File: src/pin_state_pkg.sv
// Shared types and constants for the per-pin power-state selection logic
package pin_state_pkg;

  // ----------------------------------------
  // Power states
  // ----------------------------------------
  typedef enum logic [3:0] {
    ST_POR,          // Power-on reset, both supplies ramping
    ST_EXT_RESET,    // External reset input held low
    ST_INT_RESET,    // Device internal reset
    ST_RUN_SLEEP,    // Run or sleep
    ST_TIMER,        // Main / PLL / high-speed timer mode
    ST_SUB_TIMER,    // Sub timer mode
    ST_LCR_TIMER,    // Low-speed internal oscillator timer mode
    ST_RTC,          // RTC mode
    ST_STOP,         // Stop mode
    ST_DS_RTC,       // Deep standby RTC
    ST_DS_STOP,      // Deep standby stop
    ST_DS_RETURN,    // Return from deep standby
    ST_BK_RTC,       // Backup-domain RTC mode
    ST_BK_RETURN     // Return from backup-domain RTC mode
  } pwr_state_t;

  // ----------------------------------------
  // Pin functions
  // ----------------------------------------
  typedef enum logic [2:0] {
    FN_GPIO,         // Main-domain general-purpose I/O
    FN_ANALOG,       // Analog input
    FN_USB,          // USB I/O
    FN_BK_GPIO,      // Backup-domain general-purpose I/O
    FN_SUB_IN,       // Sub crystal input / external sub clock input
    FN_SUB_EXT_OUT,  // External sub clock on sub-oscillator output position
    FN_SUB_XOUT,     // Sub crystal oscillator output
    FN_BK_RES        // Backup-domain resource or GPIO pin type
  } pin_func_t;

  // Per-pin request from the peripheral / port side
  typedef struct packed {
    pin_func_t func;
    logic drive_en;   // Peripheral or port wants to drive
    logic drive_val;  // Value to drive
    logic usb_tx;     // USB transceiver transmitting
  } pin_req_t;

  // Per-pin control toward the pad
  typedef struct packed {
    logic oe;         // Driver enable
    logic dout;       // Driven value
    logic in_en;      // Digital input gate open
    logic ana_en;     // Analog path enabled
    logic prohibited; // Setting prohibited in this state
  } pin_ctl_t;

  localparam int unsigned NUM_PINS_DEF = 8;
  localparam logic OSC_STOP_ENABLE = 1'h1;
  localparam logic PIN_FLOAT = 1'h1;

endpackage : pin_state_pkg

File: src/pin_state_power_mode_ctrl.sv
// Per-pin drive and input gating across reset and low-power states
// What this block does
// - Analog pin: driver off, input 0, analog on after POR
// - USB pin: float transmit, input 0 receive except in deep standby
// - Listed modes stop main oscillator; sub output pin floats in POR or when sub stops
// - Stop bit 0 holds sub output; 1 stops it in stop and deep standby stop
// - Backup GPIO: POR off, reset 0, prohibited
// - Sub input always enabled; backup RTC holds
// - External sub clock on output pin: POR off, else hold
// - Backup resource pin: POR float, else hold
// - Backup POR means both supplies ramping
// - Hold means state just before mode entry
module pin_state_power_mode_ctrl #(
  parameter int unsigned NUM_PINS = pin_state_pkg::NUM_PINS_DEF
) (
  input wire logic mclk,
  input wire logic srst,
  input wire pin_state_pkg::pwr_state_t pwr_state,
  input wire logic external_reset_in_n,
  input wire logic standby_pin_float_sel,
  input wire logic sub_osc_stop_ctl,
  input wire logic wake_request_input,
  input wire pin_state_pkg::pin_req_t [NUM_PINS-1:0] pin_req,
  output pin_state_pkg::pin_ctl_t [NUM_PINS-1:0] pin_ctl,
  output logic main_osc_run,
  output logic sub_osc_run,
  output logic wake_seen
);

  // ----------------------------------------
  // Input synchronisers
  // ----------------------------------------
  logic [2:0] sync1_r;
  logic [2:0] sync2_r;

  // Two-stage capture of asynchronous pins
  always_ff @(posedge mclk) begin
    if (srst) begin
      sync1_r <= 3'h1;
      sync2_r <= 3'h1;
    end else begin
      sync1_r <= {wake_request_input, standby_pin_float_sel, external_reset_in_n};
      sync2_r <= sync1_r;
    end
  end

  logic ext_rst_n_s;
  logic float_s;
  logic wake_s;
  assign ext_rst_n_s = sync2_r[0];
  assign float_s = sync2_r[1];
  assign wake_s = sync2_r[2];

  // ----------------------------------------
  // State tracking
  // ----------------------------------------
  pin_state_pkg::pwr_state_t state_eff;
  pin_state_pkg::pwr_state_t prev_state_r;
  logic state_change;

  // External reset pin overrides the reported run state
  always_comb begin
    state_eff = pwr_state;
    if (!ext_rst_n_s && pwr_state != pin_state_pkg::ST_POR) begin
      state_eff = pin_state_pkg::ST_EXT_RESET;
    end
  end

  // Previous state register for hold capture
  always_ff @(posedge mclk) begin
    if (srst) begin
      prev_state_r <= pin_state_pkg::ST_POR;
    end else begin
      prev_state_r <= state_eff;
    end
  end

  assign state_change = (state_eff != prev_state_r);

  // Wake input latched while in deep standby
  always_ff @(posedge mclk) begin
    if (srst) begin
      wake_seen <= 1'b0;
    end else if (state_eff == pin_state_pkg::ST_DS_RTC
                 || state_eff == pin_state_pkg::ST_DS_STOP) begin
      wake_seen <= wake_seen | wake_s;
    end else begin
      wake_seen <= 1'b0;
    end
  end

  // ----------------------------------------
  // Oscillator run control
  // ----------------------------------------
  logic osc_stop_state;

  // Modes in which the main oscillator stops
  always_comb begin
    case (state_eff)
      pin_state_pkg::ST_SUB_TIMER,
      pin_state_pkg::ST_LCR_TIMER,
      pin_state_pkg::ST_RTC,
      pin_state_pkg::ST_STOP,
      pin_state_pkg::ST_DS_RTC,
      pin_state_pkg::ST_DS_STOP: osc_stop_state = 1'b1;
      default: osc_stop_state = 1'b0;
    endcase
  end

  // Registered oscillator enables
  always_ff @(posedge mclk) begin
    if (srst) begin
      main_osc_run <= 1'b0;
      sub_osc_run <= 1'b0;
    end else begin
      main_osc_run <= !osc_stop_state;
      // Sub oscillator stops only when the stop bit is set
      sub_osc_run <= !(sub_osc_stop_ctl == pin_state_pkg::OSC_STOP_ENABLE
                       && (state_eff == pin_state_pkg::ST_STOP
                           || state_eff == pin_state_pkg::ST_DS_STOP));
    end
  end

  // ----------------------------------------
  // Per-pin selection
  // ----------------------------------------
  pin_state_pkg::pin_ctl_t [NUM_PINS-1:0] live_ctl;
  pin_state_pkg::pin_ctl_t [NUM_PINS-1:0] held_ctl;
  pin_state_pkg::pin_ctl_t [NUM_PINS-1:0] sel_ctl;
  logic [NUM_PINS-1:0] capture;

  genvar g;
  generate
    for (g = 0; g < NUM_PINS; g++) begin : g_pin
      // Control the pin would show if it followed its function live
      always_comb begin
        live_ctl[g] = '0;
        live_ctl[g].oe = pin_req[g].drive_en;
        live_ctl[g].dout = pin_req[g].drive_val;
        live_ctl[g].in_en = 1'b1;
      end

      // Capture in the first cycle after leaving run/sleep, while the request is still live
      assign capture[g] = state_change && prev_state_r == pin_state_pkg::ST_RUN_SLEEP;

      // Selection by state, float bit and function
      always_comb begin
        sel_ctl[g] = '0;
        case (pin_req[g].func)
          pin_state_pkg::FN_ANALOG: begin
            // Float in POR, analog path on afterwards
            sel_ctl[g].ana_en = (state_eff != pin_state_pkg::ST_POR);
          end
          pin_state_pkg::FN_USB: begin
            case (state_eff)
              pin_state_pkg::ST_RUN_SLEEP, pin_state_pkg::ST_TIMER,
              pin_state_pkg::ST_SUB_TIMER, pin_state_pkg::ST_LCR_TIMER,
              pin_state_pkg::ST_RTC, pin_state_pkg::ST_STOP: begin
                sel_ctl[g].in_en = 1'b0;
              end
              pin_state_pkg::ST_DS_RTC, pin_state_pkg::ST_DS_STOP,
              pin_state_pkg::ST_DS_RETURN: sel_ctl[g].in_en = 1'b1;
              default: sel_ctl[g] = '0;
            endcase
          end
          pin_state_pkg::FN_GPIO: begin
            case (state_eff)
              pin_state_pkg::ST_POR, pin_state_pkg::ST_EXT_RESET,
              pin_state_pkg::ST_INT_RESET: sel_ctl[g] = '0;
              pin_state_pkg::ST_RUN_SLEEP: sel_ctl[g] = live_ctl[g];
              pin_state_pkg::ST_DS_RTC, pin_state_pkg::ST_DS_STOP: begin
                sel_ctl[g] = (float_s == pin_state_pkg::PIN_FLOAT) ? '0 : held_ctl[g];
              end
              default: sel_ctl[g] = held_ctl[g];
            endcase
          end
          pin_state_pkg::FN_BK_GPIO: begin
            case (state_eff)
              pin_state_pkg::ST_POR: sel_ctl[g] = '0;
              pin_state_pkg::ST_EXT_RESET,
              pin_state_pkg::ST_INT_RESET: sel_ctl[g].in_en = 1'b0;
              pin_state_pkg::ST_BK_RTC: sel_ctl[g].prohibited = 1'b1;
              pin_state_pkg::ST_BK_RETURN: sel_ctl[g] = held_ctl[g];
              default: sel_ctl[g] = live_ctl[g];
            endcase
          end
          pin_state_pkg::FN_SUB_IN: begin
            sel_ctl[g].in_en = 1'b1;
            if (state_eff == pin_state_pkg::ST_BK_RTC
                || state_eff == pin_state_pkg::ST_BK_RETURN) begin
              sel_ctl[g] = held_ctl[g];
              sel_ctl[g].in_en = 1'b1;
            end
          end
          pin_state_pkg::FN_SUB_EXT_OUT: begin
            // Disabled in POR, retained elsewhere
            sel_ctl[g] = (state_eff == pin_state_pkg::ST_POR) ? '0 : held_ctl[g];
          end
          pin_state_pkg::FN_SUB_XOUT: begin
            if (state_eff == pin_state_pkg::ST_POR) begin
              sel_ctl[g] = '0;
            end else if (!sub_osc_run) begin
              sel_ctl[g] = '0;
            end else begin
              sel_ctl[g] = held_ctl[g];
            end
          end
          pin_state_pkg::FN_BK_RES: begin
            sel_ctl[g] = (state_eff == pin_state_pkg::ST_POR) ? '0 : held_ctl[g];
          end
          default: sel_ctl[g] = '0;
        endcase
      end

      // Registered pad control
      always_ff @(posedge mclk) begin
        if (srst) begin
          pin_ctl[g] <= '0;
        end else begin
          pin_ctl[g] <= sel_ctl[g];
        end
      end

      // Analog pins never drive nor pass digital input
      a_analog_gate: assert property (@(posedge mclk) disable iff (srst)
        pin_req[g].func == pin_state_pkg::FN_ANALOG |=> !pin_ctl[g].oe && !pin_ctl[g].in_en)
        else $error("analog pin driven or input open");

      // USB receive input forced low in run/sleep
      a_usb_rx_gate: assert property (@(posedge mclk) disable iff (srst)
        pin_req[g].func == pin_state_pkg::FN_USB
        && state_eff == pin_state_pkg::ST_RUN_SLEEP |=> !pin_ctl[g].in_en && !pin_ctl[g].oe)
        else $error("usb pin not gated in run");

      // Backup GPIO prohibited in backup RTC
      a_bk_prohibit: assert property (@(posedge mclk) disable iff (srst)
        pin_req[g].func == pin_state_pkg::FN_BK_GPIO
        && state_eff == pin_state_pkg::ST_BK_RTC |=> pin_ctl[g].prohibited)
        else $error("backup gpio not flagged prohibited");

      // Sub input stays enabled
      a_sub_in_on: assert property (@(posedge mclk) disable iff (srst)
        pin_req[g].func == pin_state_pkg::FN_SUB_IN |=> pin_ctl[g].in_en)
        else $error("sub clock input gated");

      // External sub clock on output position disabled in POR
      a_ext_out_por: assert property (@(posedge mclk) disable iff (srst)
        pin_req[g].func == pin_state_pkg::FN_SUB_EXT_OUT
        && state_eff == pin_state_pkg::ST_POR |=> pin_ctl[g] == '0)
        else $error("external sub clock pin active in reset");

      // Backup resource pin floats in POR
      a_bk_res_por: assert property (@(posedge mclk) disable iff (srst)
        pin_req[g].func == pin_state_pkg::FN_BK_RES
        && state_eff == pin_state_pkg::ST_POR |=> !pin_ctl[g].oe)
        else $error("backup resource pin driven in reset");

      // Hold follows the value before the change
      a_hold_value: assert property (@(posedge mclk) disable iff (srst)
        pin_req[g].func == pin_state_pkg::FN_BK_RES && state_eff != pin_state_pkg::ST_POR
        && $stable(held_ctl[g]) ##1 $stable(held_ctl[g]) |-> pin_ctl[g] == $past(held_ctl[g]))
        else $error("backup resource pin not holding");
    end
  endgenerate

  // Retention storage
  pin_hold_reg #(
    .NUM_PINS(NUM_PINS)
  ) u_hold (
    .mclk(mclk),
    .srst(srst),
    .capture(capture),
    .ctl_in(live_ctl),
    .ctl_held(held_ctl)
  );

  // ----------------------------------------
  // Oscillator checks
  // ----------------------------------------
  a_main_osc_stop: assert property (@(posedge mclk) disable iff (srst)
    state_eff == pin_state_pkg::ST_RTC |=> !main_osc_run)
    else $error("main oscillator running in rtc mode");

  a_sub_osc_keep: assert property (@(posedge mclk) disable iff (srst)
    !sub_osc_stop_ctl |=> sub_osc_run)
    else $error("sub oscillator stopped with stop bit clear");

endmodule // pin_state_power_mode_ctrl

File: src/pin_hold_reg.sv
// Retention register holding each pin's last control before leaving run/sleep
module pin_hold_reg #(
  parameter int unsigned NUM_PINS = 8
) (
  input wire logic mclk,
  input wire logic srst,
  input wire logic [NUM_PINS-1:0] capture,
  input wire pin_state_pkg::pin_ctl_t [NUM_PINS-1:0] ctl_in,
  output pin_state_pkg::pin_ctl_t [NUM_PINS-1:0] ctl_held
);

  // ----------------------------------------
  // Storage
  // ----------------------------------------
  pin_state_pkg::pin_ctl_t [NUM_PINS-1:0] held_r;

  genvar g;
  generate
    for (g = 0; g < NUM_PINS; g++) begin : g_pin
      // Per-pin capture, cleared to a safe floating input on reset
      always_ff @(posedge mclk) begin
        if (srst) begin
          held_r[g] <= '0;
        end else if (capture[g]) begin
          held_r[g] <= ctl_in[g];
        end
      end
    end
  endgenerate

  assign ctl_held = held_r;

endmodule // pin_hold_reg

File: config.mk
export PLATFORM = sky130hd
export DESIGN_NAME = pin_state_power_mode_ctrl
export DESIGN_NICKNAME = d
export VERILOG_FILES = /design/src/pin_state_pkg.sv /design/src/pin_state_power_mode_ctrl.sv /design/src/pin_hold_reg.sv
export SDC_FILE = /design/constraint.sdc
export NUM_CORES = 1
export LEC_CHECK = 0
export BUFFER_PORTS_ARGS = -buffer_cell sky130_fd_sc_hd__buf_4
export CORE_MARGIN = 2
export CORE_UTILIZATION = 34
export DETAILED_ROUTE_END_ITERATION = 7
export HOLD_SLACK_MARGIN = 0.06
export SLEW_MARGIN = 5
export SYNTH_ARGS = -nofsm -noshare
export SYNTH_HDL_FRONTEND = slang
export SYNTH_SLANG_ARGS = --single-unit
File: constraint.sdc
create_clock -name mclk -period 3.95 [get_ports mclk]
set_clock_uncertainty 0.05 [all_clocks]
set_input_delay 0.1975 -clock mclk [delete_from_list [all_inputs] [get_ports mclk]]
set_output_delay 0.1975 -clock mclk [all_outputs]
set_load 0.01 [all_outputs]
# Word level (Yosys, flattened, before mapping)
# Cells that the tools add are included.
word_totals:
  regBits: 70
  latch_bits: 0
  ram_bits: 0
  rom_bits: 0
  in_bits: 58
  wordCells: 262
  n_memories: 0
classes:
  addsub: 0
  multipliers: 0
  n_div: 0
  order_cmp: 0
  n_eq_ne: 70
  shifts: 0
  mux: 85
  bitwise_logic: 2
  reduce_logical: 42
ops:
  columns: ["cell", "count"]
  rows:
  - ["$mux W5", 40]
  - ["$pmux W3 S6", 8]
  - ["$pmux W5 S3", 8]
  - ["$eq A3 B3 Y1 const B", 32]
  - ["$eq A3 B2 Y1 const B", 16]
  - ["$pmux W1 S6", 8]
  - ["$pmux W1 S5", 8]
  - ["$reduce_or A2 Y1", 18]
  - ["$pmux W2 S2", 8]
  - ["$eq A3 B1 Y1 const B", 8]
  - ["$eq A4 B4 Y1 const B", 6]
  - ["$logic_not A3 Y1", 8]
  - ["$eq A4 B2 Y1 const B", 3]
  - ["$eq A4 B3 Y1 const B", 3]
  - ["$reduce_bool A4 Y1", 2]
  - ["$reduce_or A3 Y1", 2]
  - ["$reduce_or A6 Y1", 1]
  - ["$eq A4 B1 Y1 const B", 1]
  - ["$logic_not A4 Y1", 1]
  - ["$mux W4", 1]
  - ["$ne A4 B4 Y1", 1]
  - ["$reduce_or A4 Y1", 1]
  - ["$logic_and A1 B1 Y1", 3]
  - ["$logic_not A1 Y1", 3]
  - ["5 further kinds", 9]

# Longest topological paths before layout
logic_depth:
  word_depth: 7
  depth_mapped: 9
  ltp_nobuf: 5

# Hierarchy
# A second synthesis with hierarchy kept.
hier_totals:
  cells_unflattened: 566
  hier_area_um2: 4803.4
modules_own_cells:
  columns: ["mod", "n_inst", "cells_per_inst", "area_each_um2"]
  rows:
  - ["pin_state_power_mode_ctrl", 1, 434, 3342.0]
  - ["pin_hold_reg", 1, 132, 1461.4]

# Worst setup path before layout
# Ideal clock, no wire load.
synth_path:
  path_kind: "input port to flip-flop"
  start: "input pwr_state[0]"
  end: "register pin_ctl[13] (netlist name)"
  setup_ns: 0.117
  arrival_time_ns: 1.486
  required_time_ns: 3.783
  slack_ns: 2.297
  stages: 6
  path_buffers: 2
  cell_sequence: "buf_6 > or4_4 > buf_6 > a32oi_1 > nand3_1 > a32o_1"
synth_via:
  elab_chain_len: 7
  word_cells_on_any_way: 21
  classes_between: "eq/ne: 7; mux: 7; reduce/logical: 7"
synth_rtl:
  columns: ["element", "line", "source"]
  rows:
  - ["from (decl)", "pin_state_power_mode_ctrl.sv:18", "input wire pin_state_pkg::pwr_state_t pwr_state,"]
  - ["$reduce_bool A4 Y1", "pin_state_power_mode_ctrl.sv:64", "if (!ext_rst_n_s && pwr_state != pin_state_pkg::ST_POR) begin"]
  - ["$logic_and A1 B1 Y1", "pin_state_power_mode_ctrl.sv:64", null]
  - ["$mux W4 *", "pin_state_power_mode_ctrl.sv:64", null]
  - ["$eq A4 B4 Y1 (tied with other cells)", "pin_state_power_mode_ctrl.sv:178, pin_state_power_mode_ctrl.sv:189", null]
  - ["$reduce_or A4 Y1 (no source line) (tied with other cells)", null, null]
  - ["$pmux W2 S2 (tied with other cells)", "pin_state_power_mode_ctrl.sv:178", "case (state_eff)"]
  - ["$pmux W3 S6 *", "pin_state_power_mode_ctrl.sv:149", "case (pin_req[g].func)"]
  - ["to (signal, indexed assignment)", "pin_state_power_mode_ctrl.sv:220", "pin_ctl[g] <= sel_ctl[g];"]
  - ["to (decl)", "pin_state_power_mode_ctrl.sv:24", "output pin_state_pkg::pin_ctl_t [NUM_PINS-1:0] pin_ctl,"]
# Mark *: on every way between the ends. The rest lies on a longest branch, timed or not.
# A chain may end at the register's enable or synchronous reset.

# Worst setup path after layout
layout_path:
  start: "register sync2_r[0]"
  end: "register pin_ctl[30] (netlist name)"
layout_via:
  elab_chain_len: 7
  word_cells_on_any_way: 16
  classes_between: "eq/ne: 6; mux: 5; reduce/logical: 5"
layout_rtl:
  columns: ["element", "line", "source"]
  rows:
  - ["from (decl)", "pin_state_power_mode_ctrl.sv:34", "logic [2:0] sync2_r;"]
  - ["from (signal assigned)", "pin_state_power_mode_ctrl.sv:43", "sync2_r <= sync1_r;"]
  - ["$logic_not A1 Y1 *", "pin_state_power_mode_ctrl.sv:64", null]
  - ["$logic_and A1 B1 Y1 *", "pin_state_power_mode_ctrl.sv:64", null]
  - ["$mux W4 *", "pin_state_power_mode_ctrl.sv:64", null]
  - ["$eq A4 B1 Y1 (tied with other cells)", "pin_state_power_mode_ctrl.sv:167", "case (state_eff)"]
  - ["$reduce_or A3 Y1 / $reduce_or A2 Y1 (equally long branches)", "pin_state_power_mode_ctrl.sv:167", null]
  - ["$pmux W5 S3", "pin_state_power_mode_ctrl.sv:167", null]
  - ["$pmux W1 S5 *", "pin_state_power_mode_ctrl.sv:149", null]
# Marked as above.

==> results_dict.tcl <==
set metrics [dict create \
    initial_core_util_pct 34.5 \
    die_area_sq_um 10600 \
    finalHoldViolations 0 \
    p_per_area_nw_per_um2 365 \
    io_pins 101 \
    finalSetupViolCount 0 \
    yosys.area.top_type "dfxtp_1" \
    drv_cap 0 \
    wl_per_cell_microns 16.0 \
    synth-async-reset-ratio_pct 0 \
    clk_pin_slew_ns 0.08 \
    track_usage_pct 19.0 \
    drc 0 \
    synth.distinct_cells 48 \
    clock_path_buffers 2 \
    cp_slowest_cell "dfxtp_1" \
    wl_microns 10100 \
    antenna_cells 0 \
    numCtsBuffers 9 \
    via_per_inst 5.29 \
    reg2reg_slack_ns 1.80 \
    synth_cells 400 \
    p_leak_nw 1.75 \
    status "finished, final reports clean" \
    die_x_microns 103 \
    grt_pass1_vias 3021 \
    placed_area_sq_um 4020 \
    final_cells 631 \
    fp-row-count 36 \
    arrival_ns 2.36 \
    synth_warnings 0 \
    die_h_microns 103 \
    antenna_found_initial 0 \
    slew_viol_final 0 \
    fin_nets 551 \
    place_inst 592 \
    vias 3339 \
    synth_top_area_share_pct 42.1 \
    gr-total-overflow 0 \
    max_stage_delay_ns 0.63 \
    min_period_over_period_pct 54.5 \
    yosysMostFrequentCell "dfxtp_1" \
    path_max_fanout 13 \
    rr_endpoint "pin_ctl[30]$_SDFF_PP0_" \
    cp-start-kind "flip-flop" \
    hp-class "in2reg" \
    r2r-start "sync2_r[0]$_SDFF_PP1_" \
    first_pass_iters 5 \
    grt_pass1_wl_microns 15300 \
    stdcell_area_sq_um 4470 \
    post-dp-hpwl_microns 6830 \
    hold_buffers 23 \
    clock.fmax_mhz 465 \
    ys_seq_area_share_pct 42.1 \
    htree_levels 3 \
    tightest_slew_ns 1.08 \
    gp_congestion 0.852 \
    critical_path_class "reg2reg" \
    synth_edf_count 0 \
    end_kind "flip-flop" \
    required_ns 4.16 \
    ant_nets 0 \
    post_cts_resized 0 \
    root_buffer "clkbuf_8" \
    path_cells "and4b_1 -> nand3_1 -> nor3_1" \
    synth_fp_nets 458 \
    min_period_ns 2.15 \
    core_sq_um 9640 \
    finalSetupTns_ns 0 \
    post-cts-setup-buffers 0 \
    rsz0062_at_grt "no" \
    synth_common_cells "dfxtp_1 (70), nand2_1 (56), nor2_1 (41)" \
    area_growth_pct 34.3 \
    synth_seq_cells 70 \
    r2r_cells 3 \
    relSlewSlack_pct 27.2 \
    hp-start "pin_req[39]" \
    grt_max_degree 58 \
    cts_tree "built" \
    clock_latency_ns 0.35 \
    first_iter_violations 141 \
    cts.sinks 70 \
    syn_avg_cell_area_sq_um 8.32 \
    min_delay_path_depth 3 \
    syn_area_sq_um 3330 \
    final_layout_size_suffix_gt1_share_pct 23.7 \
    hold_end "pin_ctl[31]$_SDFF_PP0_" \
    ys.flop_type "dfxtp_1" \
    ir_worst_vdd_v 0.000141 \
    synth.area.top_cells "dfxtp_1 (42%), nand2_1 (6.3%), a32o_1 (5.4%)" \
    portBuffers 92 \
]
-- state kept, by name, indices dropped and copies added (netlist names) --
register,cells
pin_ctl,40
u_hold.ctl_held,17
prev_state_r,4
sync1_r,3
sync2_r,3
main_osc_run,1
sub_osc_run,1
wake_seen,1
-- area by class of cell --
type / instances / area, sq um
clock inverters: 7 / 97.6
multi-input cells: 294 / 1750
well taps: 133 / 166
repair buffers: 115 / 921
flip-flops and latches: 70 / 1400
inverters: 3 / 11.3
clock buffers: 9 / 124
fillers: 965 / 5170
-- per-layer routing --
layer	vias up	global-route usage (%)	part of all wire, %
met4	0	10.9	3.6
met5	-	0	0
li1	1637	-	-
met1	1538	25.2	45
met2	133	28.5	45
met3	31	3.93	6.5
-- through the flow --
| stage | utilization, % | hold WS (ns) | power (mW) | worst slack (ns) |
|---|---|---|---|---|
| after floorplan | - | 0.224 | 0.876 | 2.30 |
| after global placement | 41.7 | 0.332 | 0.967 | 1.88 |
| after detailed placement | 41.7 | 0.335 | 0.971 | 1.85 |
| after CTS | 46.4 | 0.0600 | 1.64 | 1.86 |
| after global routing | 46.4 | 0.0882 | 1.70 | 1.67 |
| final | 46.4 | 0.0678 | 1.63 | 1.80 |
-- cells by family (layout without fill, tap and decap cells) --
| family | count (synthesis) | count (layout) | synth area share [%] |
|---|---|---|---|
| XOR/XNOR | 1 | 1 | 0.263 |
| AO/OA/AOI/OAI | 97 | 97 | 21.2 |
| AND/OR/NAND/NOR | 189 | 189 | 28.9 |
| buffers and inverters | 36 | 134 | 5.38 |
| flip-flops | 70 | 70 | 42.1 |
| multiplexers | 7 | 7 | 2.11 |
-- worst max path at each step --
stage	from	endpoint	slack, ns	depth (start not counted)
floorplan	pwr_state[0]	pin_ctl[13]$_SDFF_PP0_	2.30	6
global placement	sync2_r[0]$_SDFF_PP1_	pin_ctl[30]$_SDFF_PP0_	1.88	3
detailed placement	pwr_state[2]	u_hold.ctl_held[38]$_SDFFE_PP0P_	1.85	6
CTS	sync2_r[0]$_SDFF_PP1_	u_hold.ctl_held[23]$_SDFFE_PP0P_	1.86	5
global route	sync2_r[0]$_SDFF_PP1_	u_hold.ctl_held[24]$_SDFFE_PP0P_	1.67	5
finish	sync2_r[0]$_SDFF_PP1_	pin_ctl[30]$_SDFF_PP0_	1.80	3
-- placed cells by master, fill, tap and decap left out, types with 5 or more instances in the layout --
cell type / count
dfxtp_1: 70
and2_1: 5
nor2_1: 41
clkbuf_8: 9
a32o_1: 18
o21ai_0: 5
a21oi_1: 28
or3_1: 13
nand2_1: 56
dlygate4sd3_1: 23
a211oi_1: 5
nor2b_1: 24
nand3b_1: 5
buf_4: 92
mux2i_1: 7
nand3_1: 19
a22oi_1: 9
o311ai_0: 7
-- critical path, delay by kind of cell, from the launching register on --
| family | cells | cell delay (ns) |
|---|---|---|
| DFF | 1 | 0.63 |
| and+or+nand+nor | 3 | 1.38 |
-- power by group --
| part | leakage [nW] | internal (mW) | switching (mW) |
|---|---|---|---|
| logic | 1.07 | 0.109 | 0.129 |
| clock network | 0.106 | 0.357 | 0.300 |
| registers | 0.570 | 0.726 | 0.0113 |
No activity file was read; power rests on OpenSTA's default activity.
